`config.mk`:
```
export PLATFORM = sky130hd
export DESIGN_NAME = scic_clock_idle
export DESIGN_NICKNAME = d
export VERILOG_FILES = /design/src/rtl/scic_clock_idle.v
export VERILOG_INCLUDE_DIRS = /design/src /design/src/rtl
export SDC_FILE = /design/constraint.sdc
export NUM_CORES = 1
export LEC_CHECK = 0
export BUFFER_PORTS_ARGS = -buffer_cell sky130_fd_sc_hd__buf_2
export CAP_MARGIN = 20
export CORE_ASPECT_RATIO = 2
export CORE_MARGIN = 2
export CORE_UTILIZATION = 49
export DETAILED_ROUTE_END_ITERATION = 8
export MAX_ROUTING_LAYER = met4
export PLACE_DENSITY = 0.84
export SYNTH_ARGS = -nofsm -noshare
export SYNTH_HDL_FRONTEND = slang
export SYNTH_SLANG_ARGS = --single-unit
```
`constraint.sdc`:
```
create_clock -name mclk -period 5.25 [get_ports mclk]
set_input_delay 0.2625 -clock mclk [delete_from_list [all_inputs] [get_ports mclk]]
set_output_delay 0.2625 -clock mclk [all_outputs]
set_load 0.05 [all_outputs]
```
`src/rtl/scic_regs.vh`:
```
// register map, field positions and divider taps for the clock and idle control
// included by the design file; plain defines only
`ifndef SCIC_REGS_VH
`define SCIC_REGS_VH
// printed offsets are register indices; byte address = 4 * index
`define SCIC_DIVCTL_IDX 8'h30
`define SCIC_SYSCTL2_IDX 8'h39
`define SCIC_DIVCTL_ADDR 12'h0C0
`define SCIC_SYSCTL2_ADDR 12'h0E4
// divider_control fields
`define SCIC_DIVCTL_FSEL_BIT 5
// system_control_two fields
`define SCIC_SYS2_KEEP_BIT 7
`define SCIC_SYS2_ZERO_BIT 5
`define SCIC_SYS2_IDLE_BIT 4
// reset values
`define SCIC_FSEL_RST 1'b0
`define SCIC_PRE_RST 3'h0
`define SCIC_DIV_RST 21'h000000
`define SCIC_MC_RST 4'h1
// prescaler taps: fc/4 and fc/8
`define SCIC_PRE_TAP4 1
`define SCIC_PRE_TAP8 2
// divider taps for the three source clocks
`define SCIC_TBT_TAP 20
`define SCIC_WDT_TAP 16
`define SCIC_TC_TAP 6
// widths
`define SCIC_DIV_W 21
`define SCIC_WAKE_W 8
`endif

```
`src/rtl/scic_clock_idle.v`:
```
// system clock timing generator, idle standby control and apb register slave
// assumes cpu logic on mclk supplies interrupt latches, enables and master enable
// What this block does
// - prescaler, 21-stage divider, machine cycle counter
// - every reset clears prescaler and dividers
// - source clocks for base, watchdog, counter timers
// - select bit picks fc/4 or fc/8
// - divider bits 4,3 read undefined
// - machine cycle is four one-clock states
// - single clock: cycle equals four fc periods
// - reset starts in normal mode
// - idle stops cpu and watchdog, peripherals run
// - writing idle bit one enters idle
// - enabled interrupt ends idle, back to normal
// - master enable set: service interrupt first
// - master enable clear: resume next instruction
// - idle holds memory, registers, psw, port latches
// - program counter held two instructions ahead
// - clearing keep bit resets device
// - control bits 3-0 read undefined
// - keep bit zero or bit5 one resets
// - reset pin low in idle resets after a two-flop sync
//
// Implementation choice: register access over APB.
`include "scic_regs.vh"
module scic_clock_idle (
  // clock and reset
  input wire mclk,
  input wire sys_rst,
  // external reset pin, active low, asynchronous
  input wire reset_pin_n,
  // apb slave
  input wire [11:0] paddr,
  input wire psel,
  input wire penable,
  input wire pwrite,
  input wire [31:0] pwdata,
  output reg [31:0] prdata,
  output reg pready,
  output reg pslverr,
  // interrupt state from the cpu
  input wire [`SCIC_WAKE_W-1:0] interrupt_pending_latch,
  input wire [`SCIC_WAKE_W-1:0] individual_interrupt_enable,
  input wire master_interrupt_enable,
  // timing outputs
  output reg [3:0] machine_state_q,
  output reg tbt_src_clk_q,
  output reg watchdog_timer_src_clk_q,
  output reg tc_src_clk_q,
  // standby outputs
  output reg cpu_run_q,
  output reg hold_state_q,
  output reg wake_service_q,
  output reg wake_resume_q,
  output reg device_reset_q
);

  localparam [1:0] ST_NORMAL = 2'b01;
  localparam [1:0] ST_IDLE = 2'b10;

  function addr_hit;
    input [11:0] a;
    input [11:0] ref_addr;
    begin
      addr_hit = (a == ref_addr);
    end
  endfunction

  reg rst_meta_q;
  reg rst_sync_q;
  reg sc_rst_q;
  reg sc_rst_d;
  wire dev_rst;
  reg [2:0] pre_q;
  reg pre_tap_dly_q;
  wire pre_tap;
  wire div_tick;
  reg [`SCIC_DIV_W-1:0] div_q;
  reg fsel_q;
  reg [1:0] mode_q;
  reg [1:0] mode_d;
  wire wake_req;
  wire setup;
  wire access;
  wire hit_div;
  wire hit_sys;
  reg idle_req;

  // pin crosses two flops before use; the first is read only by the second
  always @(posedge mclk) begin
    if (sys_rst) begin
      rst_meta_q <= 1'b1;
      rst_sync_q <= 1'b1;
    end else begin
      rst_meta_q <= reset_pin_n;
      rst_sync_q <= rst_meta_q;
    end
  end

  // any reset source: pin, system, internal clock reset
  assign dev_rst = sys_rst | ~rst_sync_q | sc_rst_q;

  assign setup = psel & ~penable;
  assign access = psel & penable & pready;
  assign hit_div = addr_hit(paddr, `SCIC_DIVCTL_ADDR);
  assign hit_sys = addr_hit(paddr, `SCIC_SYSCTL2_ADDR);

  // internal reset pulse on a fatal control write
  always @* begin
    sc_rst_d = 1'b0;
    if (access & pwrite & hit_sys) begin
      if (~pwdata[`SCIC_SYS2_KEEP_BIT] | pwdata[`SCIC_SYS2_ZERO_BIT]) begin
        sc_rst_d = 1'b1;
      end
    end
  end

  always @(posedge mclk) begin
    if (sys_rst | ~rst_sync_q) begin
      sc_rst_q <= 1'b0;
    end else begin
      sc_rst_q <= sc_rst_d & ~sc_rst_q;
    end
  end

  // prescaler on fc; divider input is its fc/4 or fc/8 stage
  assign pre_tap = fsel_q ? pre_q[`SCIC_PRE_TAP8] : pre_q[`SCIC_PRE_TAP4];
  assign div_tick = pre_tap & ~pre_tap_dly_q;

  always @(posedge mclk) begin
    if (dev_rst) begin
      pre_q <= `SCIC_PRE_RST;
      pre_tap_dly_q <= 1'b0;
      div_q <= `SCIC_DIV_RST;
    end else begin
      pre_q <= pre_q + 3'h1;
      pre_tap_dly_q <= pre_tap;
      if (div_tick) begin
        div_q <= div_q + {{(`SCIC_DIV_W-1){1'b0}}, 1'b1};
      end
    end
  end

  // four one-hot states, one fc period each: cycle lasts 4/fc
  always @(posedge mclk) begin
    if (dev_rst) begin
      machine_state_q <= `SCIC_MC_RST;
    end else begin
      machine_state_q <= {machine_state_q[2:0], machine_state_q[3]};
    end
  end

  // source clocks; watchdog clock frozen while idle
  always @(posedge mclk) begin
    if (dev_rst) begin
      tbt_src_clk_q <= 1'b0;
      watchdog_timer_src_clk_q <= 1'b0;
      tc_src_clk_q <= 1'b0;
    end else begin
      tbt_src_clk_q <= div_q[`SCIC_TBT_TAP];
      tc_src_clk_q <= div_q[`SCIC_TC_TAP];
      if (mode_q == ST_NORMAL) begin
        watchdog_timer_src_clk_q <= div_q[`SCIC_WDT_TAP];
      end
    end
  end

  // wake regardless of master enable
  assign wake_req = |(interrupt_pending_latch & individual_interrupt_enable);

  always @* begin
    idle_req = access & pwrite & hit_sys & pwdata[`SCIC_SYS2_IDLE_BIT] &
               pwdata[`SCIC_SYS2_KEEP_BIT] & ~pwdata[`SCIC_SYS2_ZERO_BIT];
  end

  // a pending wake at entry wins, so idle is never entered on top of it
  always @* begin
    mode_d = mode_q;
    case (mode_q)
      ST_NORMAL: begin
        if (idle_req & ~wake_req) begin
          mode_d = ST_IDLE;
        end
      end
      ST_IDLE: begin
        if (wake_req) begin
          mode_d = ST_NORMAL;
        end
      end
      default: begin
        mode_d = ST_NORMAL;
      end
    endcase
  end

  always @(posedge mclk) begin
    if (dev_rst) begin
      mode_q <= ST_NORMAL;
      cpu_run_q <= 1'b1;
      hold_state_q <= 1'b0;
      wake_service_q <= 1'b0;
      wake_resume_q <= 1'b0;
    end else begin
      mode_q <= mode_d;
      cpu_run_q <= (mode_d == ST_NORMAL);
      hold_state_q <= (mode_d == ST_IDLE);
      wake_service_q <= (mode_q == ST_IDLE) & wake_req & master_interrupt_enable;
      wake_resume_q <= (mode_q == ST_IDLE) & wake_req & ~master_interrupt_enable;
    end
  end

  always @(posedge mclk) begin
    if (dev_rst) begin
      device_reset_q <= 1'b1;
    end else begin
      device_reset_q <= sc_rst_d;
    end
  end

  // select bit; other written bits are expected zero and not stored
  always @(posedge mclk) begin
    if (dev_rst) begin
      fsel_q <= `SCIC_FSEL_RST;
    end else if (access & pwrite & hit_div) begin
      fsel_q <= pwdata[`SCIC_DIVCTL_FSEL_BIT];
    end
  end

  // zero-wait apb: ready raised in the access cycle after setup
  always @(posedge mclk) begin
    if (dev_rst) begin
      pready <= 1'b0;
      pslverr <= 1'b0;
      prdata <= 32'h00000000;
    end else if (setup) begin
      pready <= 1'b1;
      pslverr <= ~(hit_div | hit_sys);
      prdata <= 32'h00000000;
      if (~pwrite & hit_div) begin
        prdata[`SCIC_DIVCTL_FSEL_BIT] <= fsel_q;
      end
      if (~pwrite & hit_sys) begin
        prdata[`SCIC_SYS2_KEEP_BIT] <= 1'b1;
        prdata[`SCIC_SYS2_IDLE_BIT] <= (mode_q == ST_IDLE);
      end
    end else begin
      pready <= 1'b0;
      pslverr <= 1'b0;
    end
  end

endmodule // scic_clock_idle

```
=== Yosys cells after proc, flatten, opt, wreduce, memory -nomap -nowiden ===
Cells that the tools add are included.

* Flip-flop bits (word level): 48
* Output and inout port bits: 46
* Word-level logic and storage cells: 73

* Add/subtract/negate cells: 2
* Eq/ne operators: 6
* Multiplexer cells: 10
* Bitwise operators: 33
* Reductions and logical operators: 2

{| class="wikitable"
|+ Operators with widths
! operator !! count
|-
| $eq 12x8->1 const B || 2
|-
| $add 21x1->21 const B || 1
|-
| $and 1x1->1 || 17
|-
| $not 1->1 || 11
|-
| $and 8x8->8 || 1
|-
| $reduce_or 8->1 || 1
|-
| $mux 1 || 7
|-
| $eq 2x1->1 const B || 2
|-
| $eq 2x2->1 const B || 2
|-
| $mux 2 || 2
|-
| $or 1x1->1 || 4
|-
| $pmux 2 s2 || 1
|-
| $add 3x1->3 const B || 1
|-
| $reduce_or 2->1 || 1
|}

=== Logic depth before layout (Yosys ltp) ===
* Depth after elaboration: 11
* Gate-level depth with buffers: 6
* Gate-level depth less buffers: 6

=== Worst setup path after synthesis ===
Ideal clock, no wire load.

* Path kind: flip-flop to flip-flop
* Start: reg fsel_q
* End: reg div_q[17]
* Library setup time: 128 ps
* Arrival time: 1532 ps
* Setup slack: 3591 ps
* Stages on the path, launching flop included: 6
* Period minus slack after synthesis: 1659 ps
* Cell sequence: dfxtp_1 -> mux2i_1 -> or4_4 -> or3_1 -> xor2_1 -> nor2_1

* Cells in the longest elaborated chain, start to end: 2

{| class="wikitable"
|+ Ends and longest elaborated chain
! item !! RTL line !! RTL
|-
| from (decl) || scic_clock_idle.v:79 || <nowiki>reg fsel_q;</nowiki>
|-
| from (signal assigned) || scic_clock_idle.v:223 || <nowiki>fsel_q <= `SCIC_FSEL_RST;</nowiki>
|-
| from (signal assigned) || scic_clock_idle.v:225 || <nowiki>fsel_q <= pwdata[`SCIC_DIVCTL_FSEL_BIT];</nowiki>
|-
| $mux 1 || scic_clock_idle.v:127 || <nowiki>assign pre_tap = fsel_q ? pre_q[`SCIC_PRE_TAP8] : pre_q[`SCIC_PRE_TAP4];</nowiki>
|-
| $and 1x1->1 || scic_clock_idle.v:128 || <nowiki>assign div_tick = pre_tap & ~pre_tap_dly_q;</nowiki>
|-
| to (signal assigned) || scic_clock_idle.v:134 || <nowiki>div_q <= `SCIC_DIV_RST;</nowiki>
|-
| to (signal assigned) || scic_clock_idle.v:139 || <nowiki>div_q <= div_q + {{(`SCIC_DIV_W-1){1'b0}}, 1'b1};</nowiki>
|-
| to (decl) || scic_clock_idle.v:78 || <nowiki>reg [`SCIC_DIV_W-1:0] div_q;</nowiki>
|}

No other way between the ends.
A chain may end at the register's enable or synchronous reset.

=== Worst setup path in the final report ===
* Start: reg fsel_q
* End: reg div_q[15]

The elaborated chain is that of the path after synthesis.

==> impl_metrics.tcl <==
set metrics [dict create \
    worstPathRequired_ns 5.42 \
    yosysWarnings 0 \
    cts_buffer_depth 2 \
    cts_buffers 5 \
    core_area_sq_um 4339 \
    syn_inst 247 \
    placed_area_sq_um 2411 \
    fin_area_sq_um 2526 \
    netlist_area_sq_um 2205 \
    hp-class "primary input to flop" \
    antenna_found_initial 0 \
    pre_cts_ws_ns 3.396 \
    finalMaxSlewViolations 0 \
    post-dp-hpwl_um 3235 \
    async_flop_share_pct 0 \
    gr-usage-all-layers_pct 18.77 \
    synth.distinct_cells 40 \
    cts_hold_buf 0 \
    finalCritPeriodShare_pct 35.10 \
    port_buffers 54 \
    grt_pass1_vias 1776 \
    start_kind "flop" \
    worst-setup-path-type "flop to flop" \
    fillers 377 \
    die_y_um 98.86 \
    dr.pass1.iters 6 \
    finClkSkew_ns 0.004090 \
    syn_to_final_growth_pct 14.59 \
    worst_slack_ns 3.407 \
    reg2reg_from "fsel_q" \
    p_total_uw 745.0 \
    overflow 0 \
    postCtsSetupBuffers 0 \
    diodes 0 \
    hold_start "master_interrupt_enable" \
    power.leakage_nw 1.076 \
    finalHoldViolCount 0 \
    hold_path_end "wake_resume_q" \
    tritoncts "done" \
    fin_cells 357 \
    nNetsFinal 373 \
    fp.dieArea_sq_um 5084 \
    cts-root-buf "clkbuf_8" \
    via_per_inst 5.115 \
    cts_resized 0 \
    rr_worst_depth 5 \
    worst_pin_slew_ns 0.9050 \
    gp_congestion 0.8710 \
    vias 1826 \
    drive_gt1_share_pct 23.10 \
    path_max_fanout 5 \
    numClockSinks 48 \
    detail_route.wirelength_um 4172 \
    setup_viol 0 \
    drc 0 \
    cap_violations 0 \
    hold-path-cell-count 2 \
    run_status "finished, final reports clean" \
    rows 34 \
    fmax_ghz 0.5427 \
    power_density_nw_per_um2 294.9 \
    worstSkewPairLatency_ns 0.30 \
    slew_headroom_pct 39.53 \
    synth_seq_cells 48 \
    grt_pass1_wl_um 7189 \
    die_x_um 51.43 \
    timing.rr.end "div_q[15]" \
    grt_setup_unrepaired "false" \
    reg2reg_slack_ns 3.41 \
    start_util_pct 50.81 \
    worstPathArrival_ns 2.02 \
    fin_setup_tns_ns 0 \
    htree_levels 2 \
    path_clk_slew_ns 0.09 \
    drtIter0Drc 27 \
    synth_edf_count 0 \
    syn_avg_cell_area_sq_um 8.926 \
    grt_max_degree 35 \
    ant_nets 0 \
    end_kind "flop" \
    synth_flop_cell "dfxtp_1" \
    ios 113 \
    fin_crit_ns 1.843 \
    ir_drop_v 0.0002115 \
    ys_seq_area_share_pct 43.59 \
    dpl.cell_count 349 \
    wl_per_cell_um 11.69 \
]
==> flip-flops by register name, indices dropped and copies added (netlist names), 2 cells and up <==
| name | count |
|---|---|
| div_q | 21 |
| machine_state_q | 4 |
| mode_q | 2 |
| prdata | 3 |
| pre_q | 3 |
==> report_power, final <==
part           switching, mW  internal [mW]
combinational         0.0785         0.0221
sequential           0.00421          0.371
clock                  0.126          0.143
total                  0.209          0.536
==> per-stage QoR <==
step / hold slack [ns] / utilization [%]
floorplan: 0.3409 / -
global placement: 0.4037 / 55.57
detailed placement: 0.4013 / 55.57
CTS: 0.1179 / 58.22
global route: 0.1200 / 58.22
finish: 0.1219 / 58.22
==> metal layers <==
metal	routed length (um)	part of all wire, %	GRT usage, %	up-vias
li1	-	-	-	902
met1	1453	35	16.25	838
met2	2282	55	34.81	72
met3	260	6.2	3.485	14
met4	176	4.2	11.54	0
met5	0	0	-	-
==> cells in the final DEF (no fill, tap or decap), types with 2 or more instances in the layout <==
cell type | netlist | final
buf_2 | 0 | 54
dfxtp_1 | 48 | 48
conb_1 | 1 | 29
nor2_1 | 27 | 27
nand2_1 | 22 | 22
xor2_1 | 12 | 12
nand4_1 | 10 | 10
a21oi_1 | 10 | 10
nor4_1 | 6 | 6
o21ai_0 | 6 | 6
and2_1 | 6 | 6
inv_1 | 5 | 5
or3_1 | 5 | 5
nand3_1 | 5 | 5
nor3_1 | 5 | 5
xnor2_1 | 5 | 5
clkbuf_8 | 0 | 5
a22oi_1 | 4 | 4
ha_1 | 4 | 4
and4_1 | 3 | 3
or2_2 | 3 | 3
nor2b_1 | 3 | 3
nand2b_1 | 3 | 3
mux2i_1 | 2 | 2
nor4bb_1 | 2 | 2
nor3b_1 | 2 | 2
==> worst max path at each step <==
stage / from / end / slack [ns] / depth (start not counted)
finish: fsel_q / div_q[15] / 3.41 / 5
global route: fsel_q / div_q[13] / 3.22 / 5
CTS: fsel_q / div_q[15] / 3.40 / 5
detailed placement: sys_rst / cpu_run_q / 3.40 / 5
global placement: sys_rst / cpu_run_q / 3.41 / 5
floorplan: fsel_q / div_q[17] / 3.59 / 5
==> synthesized netlist by cell type (3+ instances only) <==
cell type | n | share of area [%]
inv_1 | 5 | 0.85
dfxtp_1 | 48 | 44
nand2b_1 | 3 | 0.85
and2_1 | 6 | 1.7
a21oi_1 | 10 | 2.3
and4_1 | 3 | 1.2
xor2_1 | 12 | 4.8
nand3_1 | 5 | 1.1
or2_2 | 3 | 0.85
nand4_1 | 10 | 2.8
a22oi_1 | 4 | 1.4
ha_1 | 4 | 2.3
xnor2_1 | 5 | 2.0
nor3_1 | 5 | 1.1
nor4_1 | 6 | 1.7
clkbuf_1 | 5 | 0.85
or3_1 | 5 | 1.4
nand2_1 | 22 | 3.7
nor2_1 | 27 | 4.6
buf_4 | 29 | 9.9
o21ai_0 | 6 | 1.4
nor2b_1 | 3 | 0.85
==> worst max-delay path, cell delays in order, from the launching register on <==
cell and delay [ns]:
dfxtp_1 0.41, mux2i_1 0.17, nor4_1 0.70, nand4_1 0.20, xor2_1 0.18, nor2_1 0.05
==> area by class of cell <==
class                   count  area, sq um  share of cell area [%]
multi-input cells         188         1094                   43.29
clock buffers               5        68.82                   2.724
repair buffers             54        270.3                   10.70
well taps                  54        67.56                   2.675
flip-flops and latches     48        960.9                   38.04
inverters                   5        18.77                  0.7429
clock inverters             3        46.29                   1.833
==> kinds of logic after synthesis <==
logic type / Yosys count / share of synthesized area (%)
and+or+nand+nor: 111 / 27.75
DFF: 48 / 43.59
buffers and inverters: 39 / 11.58
AOI/OAI and AO/OA: 24 / 6.471
xor gates and xnor gates: 17 / 6.754
adders and majority gates: 4 / 2.270
muxes: 3 / 1.419
other: 1 / 0.1701
No activity file was read; power rests on OpenSTA's default activity.
